**src/design/tei_pkg.sv**
```systemverilog
/*
  Package for the throttle event interrupt block: register offsets, field
  positions, reset values and the register access carrier.
  Assumes a simple internal register port with one-cycle read and write strobes.
*/
package tei_pkg;
  localparam int unsigned TEI_ADDR_W = 8;
  localparam int unsigned TEI_DATA_W = 32;
  localparam int unsigned TEI_NFLAG = 5;
  localparam logic [TEI_ADDR_W-1:0] TEI_STATUS_OFS = 8'h1c;
  localparam logic [TEI_ADDR_W-1:0] TEI_ENABLE_OFS = 8'h20;
  localparam int unsigned TEI_BIT_HI_FALL = 0;
  localparam int unsigned TEI_BIT_LO_FALL = 1;
  localparam int unsigned TEI_BIT_HI_RISE = 2;
  localparam int unsigned TEI_BIT_LO_RISE = 3;
  localparam int unsigned TEI_BIT_FORCE = 4;
  localparam logic [TEI_NFLAG-1:0] TEI_STATUS_RST = 5'h10;
  localparam logic [TEI_NFLAG-1:0] TEI_ENABLE_RST = 5'h00;
  localparam logic [TEI_DATA_W-1:0] TEI_RD_ZERO = 32'h0000_0000;

  typedef struct packed {
    logic wr_en;
    logic rd_en;
    logic [TEI_ADDR_W-1:0] addr;
    logic [TEI_DATA_W-1:0] wdata;
  } tei_reg_req_t;
endpackage

```
**src/design/tei_throttle_event_interrupt.sv**
```systemverilog
/*
  Throttle event interrupt: five sticky event flags, five enables, one
  interrupt toward the embedded processor. Status and enable sit behind a
  plain register port with separate read and write strobes.
  Assumes all inputs synchronous to ref_clk and one register request per cycle;
  the timer outputs idle low, so their history resets low.
*/
`timescale 1ns/1ns
`default_nettype none
// Function
// - The forced-throttle flag, status bit 4, is set while the active-low forced-throttle input is low.
// - Status bit 3 is set when the low-side timer output rises from zero to one.
// - Status bit 2 is set when the high-side timer output rises from zero to one.
// - Status bit 1 is set when the low-side timer output falls from one to zero.
// - Status bit 0 is set when the high-side timer output falls from one to zero.
// - Writing a one to a status bit clears that flag.
// - Writing a zero to a status bit leaves that flag as it is.
// - The interrupt is raised when enable bit 4 and the forced-throttle flag are both one.
// - With its enable at zero the forced-throttle flag raises no interrupt yet still records.
// - The four edge flags watch the low-side and high-side comparator timer outputs.
module tei_throttle_event_interrupt
  import tei_pkg::*;
(
  // clock and reset
  input wire logic ref_clk,
  input wire logic rst_b,
  // event sources
  input wire logic force_throttle_b,
  input wire logic low_side_timer_out,
  input wire logic high_side_timer_out,
  // register port
  input wire tei_pkg::tei_reg_req_t reg_req,
  output logic [tei_pkg::TEI_DATA_W-1:0] reg_rdata,
  // interrupt
  output logic throttle_irq
);
  import tei_pkg::*;

  // timer channels watched for edges
  localparam int unsigned TEI_CHAN_LO = 0;
  localparam int unsigned TEI_CHAN_HI = 1;
  localparam int unsigned TEI_NCHAN = 2;

  // reset levels of the timer history and the interrupt line
  localparam logic TEI_PREV_RST = 1'b0;
  localparam logic TEI_IRQ_RST = 1'b0;

  // register picked by the port address
  typedef enum logic [1:0] {
    SEL_IDLE,
    SEL_STATUS,
    SEL_ENABLE,
    SEL_OTHER
  } tei_sel_t;

  // register decode
  tei_sel_t wr_sel;
  tei_sel_t rd_sel;
  logic status_wr;
  logic enable_wr;

  // timer edge detection
  logic [TEI_NCHAN-1:0] timer_now;
  logic [TEI_NCHAN-1:0] timer_prev_q;
  logic [TEI_NCHAN-1:0] timer_rise;
  logic [TEI_NCHAN-1:0] timer_fall;

  // sticky flags and their update terms
  logic [TEI_NFLAG-1:0] event_set;
  logic [TEI_NFLAG-1:0] clr_mask;
  logic [TEI_NFLAG-1:0] status_d;
  logic [TEI_NFLAG-1:0] status_q;

  // enables
  logic [TEI_NFLAG-1:0] enable_d;
  logic [TEI_NFLAG-1:0] enable_q;

  // interrupt terms
  logic [TEI_NFLAG-1:0] masked;
  logic irq_d;
  logic irq_q;

  // read path
  logic [TEI_DATA_W-1:0] rdata_d;
  logic [TEI_DATA_W-1:0] rdata_q;

  // address decode, shared by the write and read paths
  function automatic tei_sel_t reg_sel(input logic [TEI_ADDR_W-1:0] addr);
    case (addr)
      TEI_STATUS_OFS: begin
        reg_sel = SEL_STATUS;
      end
      TEI_ENABLE_OFS: begin
        reg_sel = SEL_ENABLE;
      end
      default: begin
        reg_sel = SEL_OTHER;
      end
    endcase
  endfunction

  // flag bits of a written word; reserved upper bits are dropped
  function automatic logic [TEI_NFLAG-1:0] flag_field(input logic [TEI_DATA_W-1:0] word);
    flag_field = word[TEI_NFLAG-1:0];
  endfunction

  // flags placed in a read word, reserved bits read zero
  function automatic logic [TEI_DATA_W-1:0] read_word(input logic [TEI_NFLAG-1:0] flags);
    read_word = TEI_RD_ZERO;
    read_word[TEI_NFLAG-1:0] = flags;
  endfunction

  // event that sets the flag at one status position
  function automatic logic flag_event(input int unsigned pos, input logic force_b,
    input logic [TEI_NCHAN-1:0] rise, input logic [TEI_NCHAN-1:0] fall);
    case (pos)
      TEI_BIT_FORCE: begin
        flag_event = ~force_b;
      end
      TEI_BIT_LO_RISE: begin
        flag_event = rise[TEI_CHAN_LO];
      end
      TEI_BIT_HI_RISE: begin
        flag_event = rise[TEI_CHAN_HI];
      end
      TEI_BIT_LO_FALL: begin
        flag_event = fall[TEI_CHAN_LO];
      end
      TEI_BIT_HI_FALL: begin
        flag_event = fall[TEI_CHAN_HI];
      end
      default: begin
        flag_event = 1'b0;
      end
    endcase
  endfunction

  // next value of one flag; the set term comes last so it wins over a clear
  function automatic logic next_flag(input logic q, input logic clr, input logic set);
    next_flag = q & ~clr;
    next_flag = next_flag | set;
  endfunction

  // a register counts as selected only while its request bit is high
  always_comb begin
    wr_sel = SEL_IDLE;
    rd_sel = SEL_IDLE;
    if (reg_req.wr_en) begin
      wr_sel = reg_sel(reg_req.addr);
    end
    if (reg_req.rd_en) begin
      rd_sel = reg_sel(reg_req.addr);
    end
  end

  // write strobes per register; unmapped writes are dropped
  always_comb begin
    status_wr = 1'b0;
    enable_wr = 1'b0;
    case (wr_sel)
      SEL_STATUS: begin
        status_wr = 1'b1;
      end
      SEL_ENABLE: begin
        enable_wr = 1'b1;
      end
      default: begin
        status_wr = 1'b0;
      end
    endcase
  end

  assign timer_now[TEI_CHAN_LO] = low_side_timer_out;
  assign timer_now[TEI_CHAN_HI] = high_side_timer_out;

  // history resets low like an idle timer, so release makes no false edge
  for (genvar c = 0; c < TEI_NCHAN; c++) begin : g_chan
    always_ff @(posedge ref_clk) begin
      if (!rst_b) begin
        timer_prev_q[c] <= TEI_PREV_RST;
      end else begin
        timer_prev_q[c] <= timer_now[c];
      end
    end

    always_comb begin
      timer_rise[c] = timer_now[c] & ~timer_prev_q[c];
    end

    always_comb begin
      timer_fall[c] = ~timer_now[c] & timer_prev_q[c];
    end
  end

  // write one to clear, zero leaves the flag
  always_comb begin
    clr_mask = '0;
    if (status_wr) begin
      clr_mask = flag_field(reg_req.wdata);
    end
  end

  // one sticky flag per position; an event in the clearing cycle is never lost
  for (genvar f = 0; f < TEI_NFLAG; f++) begin : g_flag
    always_comb begin
      event_set[f] = flag_event(f, force_throttle_b, timer_rise, timer_fall);
    end

    always_comb begin
      status_d[f] = next_flag(status_q[f], clr_mask[f], event_set[f]);
    end

    always_ff @(posedge ref_clk) begin
      if (!rst_b) begin
        // forced flag set, edge flags clear
        status_q[f] <= TEI_STATUS_RST[f];
      end else begin
        status_q[f] <= status_d[f];
      end
    end

    // flag gated by its own enable
    always_comb begin
      masked[f] = status_d[f] & enable_d[f];
    end
  end

  // enable register, one bit per flag position
  for (genvar e = 0; e < TEI_NFLAG; e++) begin : g_enable
    always_comb begin
      enable_d[e] = enable_q[e];
      if (enable_wr) begin
        enable_d[e] = reg_req.wdata[e];
      end
    end

    always_ff @(posedge ref_clk) begin
      if (!rst_b) begin
        enable_q[e] <= TEI_ENABLE_RST[e];
      end else begin
        enable_q[e] <= enable_d[e];
      end
    end
  end

  // read mux; a read in a write cycle sees the values before the write
  always_comb begin
    case (rd_sel)
      SEL_STATUS: begin
        rdata_d = read_word(status_q);
      end
      SEL_ENABLE: begin
        rdata_d = read_word(enable_q);
      end
      SEL_OTHER: begin
        rdata_d = TEI_RD_ZERO;
      end
      default: begin
        rdata_d = rdata_q;
      end
    endcase
  end

  // read data holds until the next read, since the port has no valid strobe
  always_ff @(posedge ref_clk) begin
    if (!rst_b) begin
      rdata_q <= TEI_RD_ZERO;
    end else begin
      rdata_q <= rdata_d;
    end
  end

  assign reg_rdata = rdata_q;

  // any enabled flag; next-state terms so a fresh enable acts at once
  always_comb begin
    irq_d = 1'b0;
    for (int unsigned i = 0; i < TEI_NFLAG; i++) begin
      irq_d = irq_d | masked[i];
    end
  end

  always_ff @(posedge ref_clk) begin
    if (!rst_b) begin
      irq_q <= TEI_IRQ_RST;
    end else begin
      irq_q <= irq_d;
    end
  end

  assign throttle_irq = irq_q;
endmodule
`default_nettype wire

```
**config.mk**
```make
export PLATFORM = sky130hd
export DESIGN_NAME = tei_throttle_event_interrupt
export DESIGN_NICKNAME = d
export VERILOG_FILES = /design/src/design/tei_pkg.sv /design/src/design/tei_throttle_event_interrupt.sv
export SDC_FILE = /design/constraint.sdc
export NUM_CORES = 1
export LEC_CHECK = 0
export ABC_AREA = 1
export BUFFER_PORTS_ARGS = -buffer_cell sky130_fd_sc_hd__buf_2
export CAP_MARGIN = 10
export CORE_MARGIN = 5
export CORE_UTILIZATION = 35
export DETAILED_ROUTE_END_ITERATION = 8
export GPL_TIMING_DRIVEN = 0
export MAX_ROUTING_LAYER = met4
export PLACE_DENSITY = 0.71
export RECOVER_POWER = 25
export SLEW_MARGIN = 20
export SYNTH_ARGS = -nofsm -noshare
export SYNTH_HDL_FRONTEND = slang
export SYNTH_SLANG_ARGS = --single-unit
export TNS_END_PERCENT = 50
```
**constraint.sdc**
```tcl
create_clock -name ref_clk -period 1.35 [get_ports ref_clk]
set_input_delay 0.27 -clock ref_clk [delete_from_list [all_inputs] [get_ports ref_clk]]
set_output_delay 0.27 -clock ref_clk [all_outputs]
set_load 0.005 [all_outputs]
```
==> impl_metrics.tcl <==
set metrics [dict create \
    setup_tns_ns 0 \
    clkTransAtPathRegs_ns 0.10 \
    worst_ep_arrival_time_ns 1.34 \
    total_power_mw 1.02 \
    final_nets 252 \
    place_ws_ns -0.112 \
    initial_core_util_pct 36.1 \
    synth_top_area_cell "dfxtp_1" \
    wl_um 2140 \
    period_share_pct 85.5 \
    worstSetupEndpointType "register" \
    post_synth_num_cell_types 24 \
    drv_cap 0 \
    seq_area_frac_synth_pct 33.2 \
    cts.repair.resized 0 \
    crit_path_start_kind "input port" \
    synth.most_common_cell "nand2_1" \
    areaGrowthSynthToFinish_pct 25.5 \
    placed_cells_incl_taps 233 \
    stdcell_area_mm2 0.00136 \
    path_class "input port to register" \
    synth_async_sr_flop_share_pct 0 \
    grt_max_degree 11 \
    htreeDepth 1 \
    die_area_mm2 0.00431 \
    fmax_ghz 0.867 \
    stdcell_count 236 \
    setup_viol 0 \
    worst_slack_ns 0.196 \
    dr_total_vias 934 \
    drc 0 \
    root_buffer "clkbuf_4" \
    synthTopCellsByArea "dfxtp_1, buf_4, nand2_1" \
    grt_usage_pct 10.2 \
    drive_above_1_share_pct 35.0 \
    ios 80 \
    cts_setup_buffers 0 \
    final_core_util_pct 45.3 \
    gr-total-overflow 0 \
    rows 20 \
    syn_area_per_cell_um2 7.18 \
    antenna_cells 0 \
    antenna_found_initial 0 \
    rsz0062_at_grt "no" \
    syn_inst 151 \
    die_h_um 65.7 \
    finalHoldViolCount 0 \
    yosys_warnings 0 \
    ir_worst_vdd_mv 0.811 \
    dr.pass1.iters 4 \
    post-dp-hpwl_um 1750 \
    cts_tree "built" \
    status "complete, no violations" \
    whs_ns 0.163 \
    portBuffers 23 \
    synth_common_cells "nand2_1, buf_4, dfxtp_1" \
    power.leakage_nw 0.786 \
    clock_sinks 18 \
    crit_fanout 6 \
    synth-edff-count 0 \
    cts-hold-fix-buffers 0 \
    min_path_type "input port to register" \
    grt_pass1_wl_um 3330 \
    synthesis.area_mm2 0.00108 \
    slew_violations 0 \
    vias_per_cell 3.96 \
    synthFlopType "dfxtp_1" \
    first_global_vias 760 \
    clk_latency_ns 0.29 \
    die_x_um 65.7 \
    design.core.area_mm2 0.00300 \
    fin_skew_ns 0.000352 \
    synth_top_area_share_pct 33.2 \
    gp_congestion 0.831 \
    postRouteAntennaNets 0 \
    p_per_area_mw_per_mm2 746 \
    wl_per_cell_um 9.07 \
    place_area_mm2 0.00134 \
    min_period_ns 1.15 \
    cts_buffers 3 \
    worstPathRequired_ns 1.54 \
    dr.first_iter.drc_count 10 \
    clockBufferDepth 2 \
    ys_seq_elements 18 \
]
[power by group]
group,switching [mW],internal (mW),leakage [nW]
registers,0.0104,0.549,0.147
clock network,0.162,0.104,0.0138
logic,0.0935,0.0970,0.625
total,0.266,0.750,0.786
[worst max-delay path, cell delays in order]
cell and delay [ns]:
buf_2 0.10, nor2_1 0.12, nand3_2 0.13, nor2_4 0.19, nand2_4 0.10, nand2_1 0.09
nand2_1 0.05, nand2_1 0.07, nand3_1 0.07, nor2_1 0.09, nor2_1 0.05
[sequential cells by signal (all words and copies together), names as in the netlist]
name	count
reg_rdata	5
throttle_irq	1
status_q	5
enable_q	5
timer_prev_q	2
[layout by cell type (no fill, tap or decap), drive strengths merged]
master,count
o21ai,4
conb,27
dfxtp,18
nand2,47
nor2,9
clkinv,1
clkbuf,5
nand3,7
or2,1
a21oi,7
a31o,2
inv,17
buf,50
nor3,1
nand4,4
o211ai,3
[metal layers]
metal	share of wire [%]	wire (um)	track usage (%)
met5	0	0	-
met4	1.0	22	3.11
met3	11	227	4.27
met2	43	926	15.6
met1	45	963	12.1
[cells by family after synthesis]
group	Yosys count	synth area share, %
flops	18	33.2
buf+inv	47	25.6
other cells	1	0.346
compound gates	16	10.2
simple gates	69	30.7
[layout make-up]
class                   instances  area [um2]
well taps                      33        41.3
multi-input cells             112         544
plain buffers                  29         210
flip-flops and latches         18         360
repair buffers                 23         115
fillers                       326        1640
inverters                      18        67.6
clock buffers                   3        22.5
[worst paths after layout]
path | endpoint | slack (ns) | start | cells after the start
worst min-delay path | timer_prev_q[0] | 0.16 | low_side_timer_out | 3
worst max register to register | throttle_irq | 0.36 | timer_prev_q[1] | 7
worst min register to register | enable_q[0] | 0.50 | enable_q[0] | 2
worst max-delay path | throttle_irq | 0.20 | reg_req[35] | 11
(Power assumes the default switching activity.)
